<file path="src/ubr_map.svh">
`ifndef UBR_MAP_SVH
`define UBR_MAP_SVH
`define UBR_AD_W        32
`define UBR_CBE_W       4
`define UBR_PIN_W       6
`define UBR_PIN_GNT     0
`define UBR_PIN_FRAME   1
`define UBR_PIN_IRDY    2
`define UBR_PIN_RST     3
`define UBR_PIN_USTRAP  4
`define UBR_PIN_DSTRAP  5
`define UBR_PIN_RESET   6'h3f
`define UBR_GAP_CYCLES  2'h2
`define UBR_GAP_ZERO    2'h0
`define UBR_GAP_ONE     2'h1
`define UBR_PARK_AD     32'h0000_0000
`define UBR_PARK_CBE    4'h0
`endif

</file>
<file path="src/ubr_pkg.sv">
package ubr_pkg;
	typedef enum logic [1:0] {
		UBR_IDLE,
		UBR_REQ,
		UBR_OWN
	} ubr_state_e;
	typedef logic [1:0] ubr_gap_t;
endpackage

</file>
<file path="src/ubr_port.sv">
`timescale 1ns/10ps
`default_nettype none
`include "ubr_map.svh"
// Operation
// - request goes low while the user side wants a transaction.
// - a withdrawn request stays high three clocks before it returns.
// - the bus is taken only while the filtered grant is low.
// - idle bus and low grant park the address, command and parity lines.
// - a low bus reset pin clears every output enable at once.
// - a high upstream speed strap reports 66 MHz capable operation.
// - a low upstream strap with a high downstream strap flags a conflict.
module ubr_port
	import ubr_pkg::*;
(
	input  wire logic                  ref_clk,
	input  wire logic                  srst,
	input  wire logic                  upstream_rst_n,
	input  wire logic                  upstream_gnt_n,
	input  wire logic                  upstream_frame_n,
	input  wire logic                  upstream_irdy_n,
	input  wire logic                  upstream_speed_strap,
	input  wire logic                  downstream_speed_strap,
	input  wire logic                  xact_req,
	input  wire logic [`UBR_AD_W-1:0]  xact_addr,
	input  wire logic [`UBR_CBE_W-1:0] xact_cmd,
	input  wire logic                  xact_end,
	output logic                       upstream_req_n,
	output logic                       upstream_req_oe,
	output logic [`UBR_AD_W-1:0]       upstream_ad_out,
	output logic                       upstream_ad_oe,
	output logic [`UBR_CBE_W-1:0]      upstream_cmd_byte_en,
	output logic                       upstream_cmd_byte_en_oe,
	output logic                       upstream_parity,
	output logic                       upstream_parity_oe,
	output logic                       xact_start,
	output logic                       bus_owner,
	output logic                       speed_66,
	output logic                       strap_conflict
);
	function automatic logic [`UBR_PIN_W-1:0] agree(
		input logic [`UBR_PIN_W-1:0] a,
		input logic [`UBR_PIN_W-1:0] b,
		input logic [`UBR_PIN_W-1:0] held
	);
		agree = (~(a ^ b) & a) | ((a ^ b) & held);
	endfunction

	function automatic logic even_par(
		input logic [`UBR_AD_W-1:0]  ad,
		input logic [`UBR_CBE_W-1:0] cbe
	);
		even_par = ^{ad, cbe};
	endfunction

	// pin synchronisers, three stages, second and third must agree
	logic [`UBR_PIN_W-1:0] pin_s1;
	logic [`UBR_PIN_W-1:0] pin_s2;
	logic [`UBR_PIN_W-1:0] pin_s3;
	logic [`UBR_PIN_W-1:0] pin_filt;
	logic [`UBR_PIN_W-1:0] pin_raw;
	logic [`UBR_PIN_W-1:0] next_pin_s1;
	logic [`UBR_PIN_W-1:0] next_pin_s2;
	logic [`UBR_PIN_W-1:0] next_pin_s3;
	logic [`UBR_PIN_W-1:0] next_pin_filt;

	always_comb begin
		pin_raw = {downstream_speed_strap, upstream_speed_strap,
			upstream_rst_n, upstream_irdy_n, upstream_frame_n,
			upstream_gnt_n};
		if (srst) begin
			next_pin_s1   = `UBR_PIN_RESET;
			next_pin_s2   = `UBR_PIN_RESET;
			next_pin_s3   = `UBR_PIN_RESET;
			next_pin_filt = `UBR_PIN_RESET;
		end else begin
			next_pin_s1   = pin_raw;
			next_pin_s2   = pin_s1;
			next_pin_s3   = pin_s2;
			next_pin_filt = agree(pin_s2, pin_s3, pin_filt);
		end
	end

	always_ff @(posedge ref_clk) begin
		pin_s1   <= next_pin_s1;
		pin_s2   <= next_pin_s2;
		pin_s3   <= next_pin_s3;
		pin_filt <= next_pin_filt;
	end

	logic gnt_ok;
	logic bus_idle;
	logic bus_rst;
	assign gnt_ok   = ~pin_filt[`UBR_PIN_GNT];
	assign bus_idle = pin_filt[`UBR_PIN_FRAME] & pin_filt[`UBR_PIN_IRDY];
	assign bus_rst  = ~pin_filt[`UBR_PIN_RST];

	// straps are caught while the bus reset is held
	logic next_speed_66;
	logic next_strap_conflict;

	always_comb begin
		next_speed_66       = speed_66;
		next_strap_conflict = strap_conflict;
		if (srst) begin
			next_speed_66       = 1'b0;
			next_strap_conflict = 1'b0;
		end else if (bus_rst) begin
			next_speed_66       = pin_filt[`UBR_PIN_USTRAP];
			next_strap_conflict = ~pin_filt[`UBR_PIN_USTRAP] &
				pin_filt[`UBR_PIN_DSTRAP];
		end
	end

	always_ff @(posedge ref_clk) begin
		speed_66       <= next_speed_66;
		strap_conflict <= next_strap_conflict;
	end

	// request and ownership sequencing
	ubr_state_e state;
	ubr_state_e next_state;
	ubr_gap_t   gap_cnt;
	ubr_gap_t   next_gap_cnt;
	logic       next_req_n;
	logic       next_xact_start;
	logic       next_bus_owner;

	always_comb begin
		next_state      = state;
		next_req_n      = upstream_req_n;
		next_xact_start = 1'b0;
		next_bus_owner  = bus_owner;
		next_gap_cnt    = gap_cnt;
		if (upstream_req_n && gap_cnt != `UBR_GAP_CYCLES) begin
			next_gap_cnt = gap_cnt + `UBR_GAP_ONE;
		end
		if (srst || bus_rst) begin
			next_state     = UBR_IDLE;
			next_req_n     = 1'b1;
			next_bus_owner = 1'b0;
			next_gap_cnt   = `UBR_GAP_CYCLES;
		end else begin
			case (state)
				UBR_IDLE: begin
					if (xact_req && gap_cnt == `UBR_GAP_CYCLES) begin
						next_state = UBR_REQ;
						next_req_n = 1'b0;
					end
				end
				UBR_REQ: begin
					if (!xact_req) begin
						next_state   = UBR_IDLE;
						next_req_n   = 1'b1;
						next_gap_cnt = `UBR_GAP_ZERO;
					end else if (gnt_ok && bus_idle) begin
						next_state      = UBR_OWN;
						next_req_n      = 1'b1;
						next_gap_cnt    = `UBR_GAP_ZERO;
						next_xact_start = 1'b1;
						next_bus_owner  = 1'b1;
					end
				end
				UBR_OWN: begin
					if (xact_end) begin
						next_state     = UBR_IDLE;
						next_bus_owner = 1'b0;
					end
				end
				default: begin
					next_state     = UBR_IDLE;
					next_req_n     = 1'b1;
					next_bus_owner = 1'b0;
				end
			endcase
		end
	end

	always_ff @(posedge ref_clk) begin
		state          <= next_state;
		gap_cnt        <= next_gap_cnt;
		upstream_req_n <= next_req_n;
		xact_start     <= next_xact_start;
		bus_owner      <= next_bus_owner;
	end

	// bus drivers: own cycle drives the user address, idle with grant parks
	logic [`UBR_AD_W-1:0]  next_ad;
	logic [`UBR_CBE_W-1:0] next_cbe;
	logic                  next_par;
	logic                  next_drive;
	logic                  next_req_oe;

	always_comb begin
		next_ad     = upstream_ad_out;
		next_cbe    = upstream_cmd_byte_en;
		next_drive  = 1'b0;
		next_req_oe = ~(srst | bus_rst);
		if (srst || bus_rst) begin
			next_ad  = `UBR_PARK_AD;
			next_cbe = `UBR_PARK_CBE;
		end else if (next_bus_owner) begin
			next_drive = 1'b1;
			if (next_xact_start) begin
				next_ad  = xact_addr;
				next_cbe = xact_cmd;
			end
		end else if (gnt_ok && bus_idle) begin
			next_drive = 1'b1;
			next_ad    = `UBR_PARK_AD;
			next_cbe   = `UBR_PARK_CBE;
		end
		next_par = even_par(next_ad, next_cbe);
	end

	always_ff @(posedge ref_clk) begin
		upstream_ad_out      <= next_ad;
		upstream_cmd_byte_en <= next_cbe;
		upstream_parity      <= next_par;
	end

	// enables clear at once on the bus reset pin
	always_ff @(posedge ref_clk or negedge upstream_rst_n) begin
		if (!upstream_rst_n) begin
			upstream_ad_oe          <= 1'b0;
			upstream_cmd_byte_en_oe <= 1'b0;
			upstream_parity_oe      <= 1'b0;
			upstream_req_oe         <= 1'b0;
		end else begin
			upstream_ad_oe          <= next_drive;
			upstream_cmd_byte_en_oe <= next_drive;
			upstream_parity_oe      <= next_drive;
			upstream_req_oe         <= next_req_oe;
		end
	end
endmodule
`default_nettype wire

</file>
<file path="config.mk">
export PLATFORM = sky130hd
export DESIGN_NAME = ubr_port
export DESIGN_NICKNAME = d
export VERILOG_FILES = /design/src/ubr_pkg.sv /design/src/ubr_port.sv
export VERILOG_INCLUDE_DIRS = /design/src
export SDC_FILE = /design/constraint.sdc
export NUM_CORES = 1
export LEC_CHECK = 0
export BUFFER_PORTS_ARGS = -buffer_cell sky130_fd_sc_hd__buf_2
export CAP_MARGIN = 10
export CORE_ASPECT_RATIO = 0.7
export CORE_UTILIZATION = 55
export DETAILED_ROUTE_END_ITERATION = 8
export GPL_TIMING_DRIVEN = 0
export PLACE_DENSITY = 0.83
export SYNTH_ARGS = -nofsm -noshare
export SYNTH_HDL_FRONTEND = slang
export SYNTH_SLANG_ARGS = --single-unit
</file>
<file path="constraint.sdc">
create_clock -name ref_clk -period 4.8 [get_ports ref_clk]
set_input_delay 0.48 -clock ref_clk [delete_from_list [all_inputs] [get_ports ref_clk]]
set_output_delay 0.48 -clock ref_clk [all_outputs]
set_load 0.01 [all_outputs]
</file>
# After elaboration in Yosys (flattened, before gate mapping)
# Index checks and enable logic that the tools add are counted.
[totals]
register_bits = 72
input_bits = 46
out_inout_bits = 46
wordCells = 77
[classes]
addsub = 1
n_eq_ne = 7
mux = 32
n_bitwise = 13
n_reduce_logical = 8
[op_table]
columns = ["cell", "n"]
rows = [
  ["32-bit 2-to-1 mux", 4],
  ["36-bit XOR reduction", 1],
  ["2-bit 2-to-1 mux", 8],
  ["4-bit 2-to-1 mux", 4],
  ["1-bit 2-to-1 mux", 13],
  ["6-bit bitwise AND", 2],
  ["2-bit != test (second input constant)", 3],
  ["6-bit NOT", 1],
  ["6-bit OR", 1],
  ["1-bit case mux with 3 select lines", 2],
  ["2-bit case mux with 3 select lines", 1],
  ["3-bit AND reduction", 2],
  ["6-bit bitwise XOR", 1],
  ["1-bit NOT", 5],
  ["2-bit == test (second input constant)", 2],
  ["1-bit logical AND", 3],
  ["3-bit != test (second input constant)", 1],
  ["2-bit by 1-bit adder with 2-bit output (second input constant)", 1],
  ["1-bit bitwise AND", 2],
  ["2-bit by 1-bit == test with 1-bit output (second input constant)", 1],
  ["2-bit logical NOT", 1],
  ["1-bit logical OR", 1],
  ["1-bit OR", 1],
]

# Depth between registers and ports, before layout
[logic_depth]
ltp_word = 10
ltp_mapped = 13
ltp_nobuf = 10

# Worst setup path before layout
# OpenSTA, ideal clock, no wires.
[synth_timing]
path_type = "input -> register"
start = "in srst"
end = "reg upstream_parity"
setup_ns = 0.065
t_arrival_ns = 2.633
t_required_ns = 4.735
setup_slack_ns = 2.102
cell_stages = 11
path_buffers = 2
path_cell_list = "buf_6 > nand2b_1 > buf_2 > o31ai_4 > nand2_1 > a32oi_1 > xnor3_1 > xnor2_2 > xnor2_1 > xnor3_1 > nor2_1"
[synth_between]
elab_chain_cells = 6
elab_cells_between_ends = 10
cone_classes = "mux: 8; reduce/logical: 2"
[synth_rtl]
columns = ["item", "line_no", "source"]
rows = [
  ["start, declared", "ubr_port.sv:16", "input wire logic srst,"],
  ["1-bit logical OR (*)", "ubr_port.sv:137, ubr_port.sv:198", ""],
  ["1-bit 2-to-1 mux", "ubr_port.sv:137", "if (srst || bus_rst) begin"],
  ["4-bit 2-to-1 mux / 32-bit 2-to-1 mux (equally long branches)", "ubr_port.sv:203", "if (next_xact_start) begin"],
  ["4-bit 2-to-1 mux / 32-bit 2-to-1 mux (equally long branches)", "ubr_port.sv:201", "end else if (next_bus_owner) begin"],
  ["4-bit 2-to-1 mux / 32-bit 2-to-1 mux (equally long branches)", "ubr_port.sv:198", "if (srst || bus_rst) begin"],
  ["36-bit XOR reduction (*)", "ubr_port.sv:52", "even_par = ^{ad, cbe};"],
  ["via next_par", "ubr_port.sv:189", "logic next_par;"],
  ["end signal, assigned", "ubr_port.sv:218", "upstream_parity <= next_par;"],
  ["end, declared", "ubr_port.sv:33", "output logic upstream_parity,"],
]
# The timed path passes the listed nets; every way through them passes the cells marked *.
# A chain may end at the register's enable or synchronous reset.

==> results.txt <==
status - complete, no violations
synthesized net count - 434
Yosys top cell area share - 0.418
number of global-route vias before repair - 2750
post-DP HPWL - 6320 um
min Tclk post-route - 2.90 ns
maximum fanout along the worst path - 8
Die Wd - 95.3 um
Synth Area in XOR/XNOR - 0.0653
Worst Setup End Kind - flop
clock skew - 0.00926 ns
critical path launch point type - flop
DP Area - 3900 um2
CTS buffer count - 9
pwr dens - 286 nW/um2
part of the Yosys area used for sequential elements - 0.433
count leader, synth - dfxtp_1
cts hold-fix bufs - 1
DR vias - 3244
first-pass GRT wire length - 13100 um
Port Buffer Count - 90
Starting Density - 0.577
FILL cells - 480
# H-tree levels - 3
TritonCTS clock tree - done
cell row count - 23
RSZ-0062 raised after global routing - no
GPL Wtd Cong - 0.811
part of the cycle the worst path needs - 0.604
DIE AREA - 6420 um2
worst vdd ir - 0.000202 V
Max Clock Freq - 345 MHz
nets - 536
Syn-to-layout area delta - 21.7%
Max-slew headroom - 0.630
Worst-path clk slew - 0.07 ns
crit path DAT - 3.17 ns
TritonCTS Sinks - 72
Crit path required time - 5.07 ns
I/O pin count - 92
core area - 5810 um2
First DRT Iteration DRCs - 185
initial antenna violation count - 0
largest net degree at the start of global routing - 12
synthesized area - 3350 um2
Synth Instances - 387
postcts setup bufs - 0
setup violators final - 0
Setup CP Type - flop to flop
Worst Max-Slew Pin Slew - 0.555 ns
WL/cell - 15.0 um
Compound-Gate Fraction of Synth Area - 0.257
setup_tns - 0 ns
Synth Area in Adders - 0.00373
post-synth cell types - 40
most frequent cells after synthesis - dfxtp_1, nor2_1, a21oi_1
post_cts resized - 0
Post-Synth Simple-Gate Area - 0.190
dominant cell type by area after synthesis - dfxtp_1
Max Transition Viols Final - 0
post-synthesis mux area share - 0.00299
clk root buf - clkbuf_8
clock latency on the worst-skew pair - 0.34 ns
Post-synth ARST share - 0.0278
Post-synth top flop - dfxtp_1
via-per-instance ratio - 5.71
1st-pass router iterations - 5
Pleak - 0.00174 uW
largest family of logic cells by synthesized area - compound AO/OA/AOI/OAI gates
top cells by area, synth - dfxtp_1, a22oi_1, a21oi_1
register bit total from synthesis - 72
Total Wirelength - 8530 um
grt ovf - 0
Design Area, Final - 4080 um2
MaxCap Viol Count - 0
GRT Total Usage - 0.271
layout cells sized above 1 - 0.280
Final ANT Viol Nets - 0
Die Span Y - 67.3 um
Min-Delay Path Class - input port to flop
n_diodes - 0
drt drc - 0
Mean Syn Cell Area - 8.66 um2
EDFF count, synth - 0
CTS max path bufs - 2
Final Hold Vio Count - 0
Synthesis Warnings - 0
==> flip-flops by register name (all words and copies together) (netlist names), 2 cells and up, named ones only <==
signal                cells
gap_cnt                   2
pin_s1                    6
pin_s2                    6
pin_s3                    6
state                     2
upstream_ad_out          32
upstream_cmd_byte_en      4
==> report_power, final <==
group	internal (uW)	total, uW	leakage [uW]	switching, uW
clock network	213	423	0.0000817	210
logic	54.1	118	0.00106	63.8
registers	615	626	0.000594	10.7
total	883	1170	0.00174	284
==> worst paths after layout <==
kind                                        startpoint                      endpoint  slack, ns  cells after the start
worst max-delay path                              flop       upstream_parity$_DFF_P_       1.90                     10
worst min-delay path            downstream_speed_strap          pin_s1[5]$_SDFF_PP1_       0.31                      2
worst max register to register                    flop       upstream_parity$_DFF_P_       1.90                     10
worst min register to register    pin_s1[3]$_SDFF_PP1_          pin_s2[3]$_SDFF_PP1_       0.40                      1
max in group asynchronous               upstream_rst_n     upstream_req_oe$_DFF_PN0_       4.22                      2
min in group asynchronous               upstream_rst_n  upstream_parity_oe$_DFF_PN0_       0.48                      2
==> metal layers <==
layer,up-vias,global-route usage,share of wire
li1,1566,-,-
met2,144,0.437,0.46
met4,0,0.0985,0.013
met5,-,0,0
met3,11,0.0631,0.078
met1,1523,0.357,0.44
==> metrics by stage <==
step	power [uW]	instances	setup WS, ns	util	hold WS, ns
after global routing	1210	568	1.74	0.702	0.308
after floorplan	705	387	2.10	-	0.184
final	1170	568	1.90	0.702	0.315
after global placement	748	552	1.86	0.670	0.269
after detailed placement	755	552	1.81	0.670	0.272
after CTS	1170	568	1.97	0.702	0.304
==> cell families (layout without fill, tap and decap cells) <==
logic type,count (synthesis),in the layout
AOI/OAI and AO/OA,134,134
xor gates and xnor gates,21,21
buffers and inverters,34,140
adders and majority gates,1,1
and+or+nand+nor,124,124
DFF,72,72
muxes,1,1
==> final cells by class <==
class	count	area (um2)	area share
inverter	9	33.8	0.00828
multi-input combinational	281	1740	0.427
tap	75	93.8	0.0230
timing repair buffer	91	460	0.113
sequential	72	1450	0.356
clock buffer	13	159	0.0389
clock inverter	2	15.0	0.00368
buffer	25	126	0.0310
==> cells in the final DEF (no fill, tap or decap), drive strengths merged, types with 2 or more instances in the layout <==
| cell type | count |
|---|---|
| buf | 102 |
| dfxtp | 70 |
| nor2 | 49 |
| a21oi | 40 |
| a22oi | 34 |
| o21ai | 28 |
| clkbuf | 26 |
| nor2b | 25 |
| or2 | 18 |
| nand2 | 13 |
| xnor2 | 13 |
| nand2b | 12 |
| inv | 9 |
| a31oi | 8 |
| a311oi | 6 |
| xor2 | 6 |
| o21bai | 6 |
| a32oi | 4 |
| a22o | 3 |
| nor3b | 3 |
| xnor3 | 2 |
| clkinvlp | 2 |
| dfrtp | 2 |
==> worst max-delay path, stage by stage, from the launching register on <==
cell and delay, ns:
dfxtp_1 0.50, nand2b_1 0.08, buf_2 0.17, o31ai_4 0.43, nand2_1 0.11, a32oi_1 0.25, xnor3_1 0.48, xnor2_2 0.15
xnor2_1 0.16, xnor3_1 0.42, nor2_1 0.09
Power figures use the tool's default switching activity.
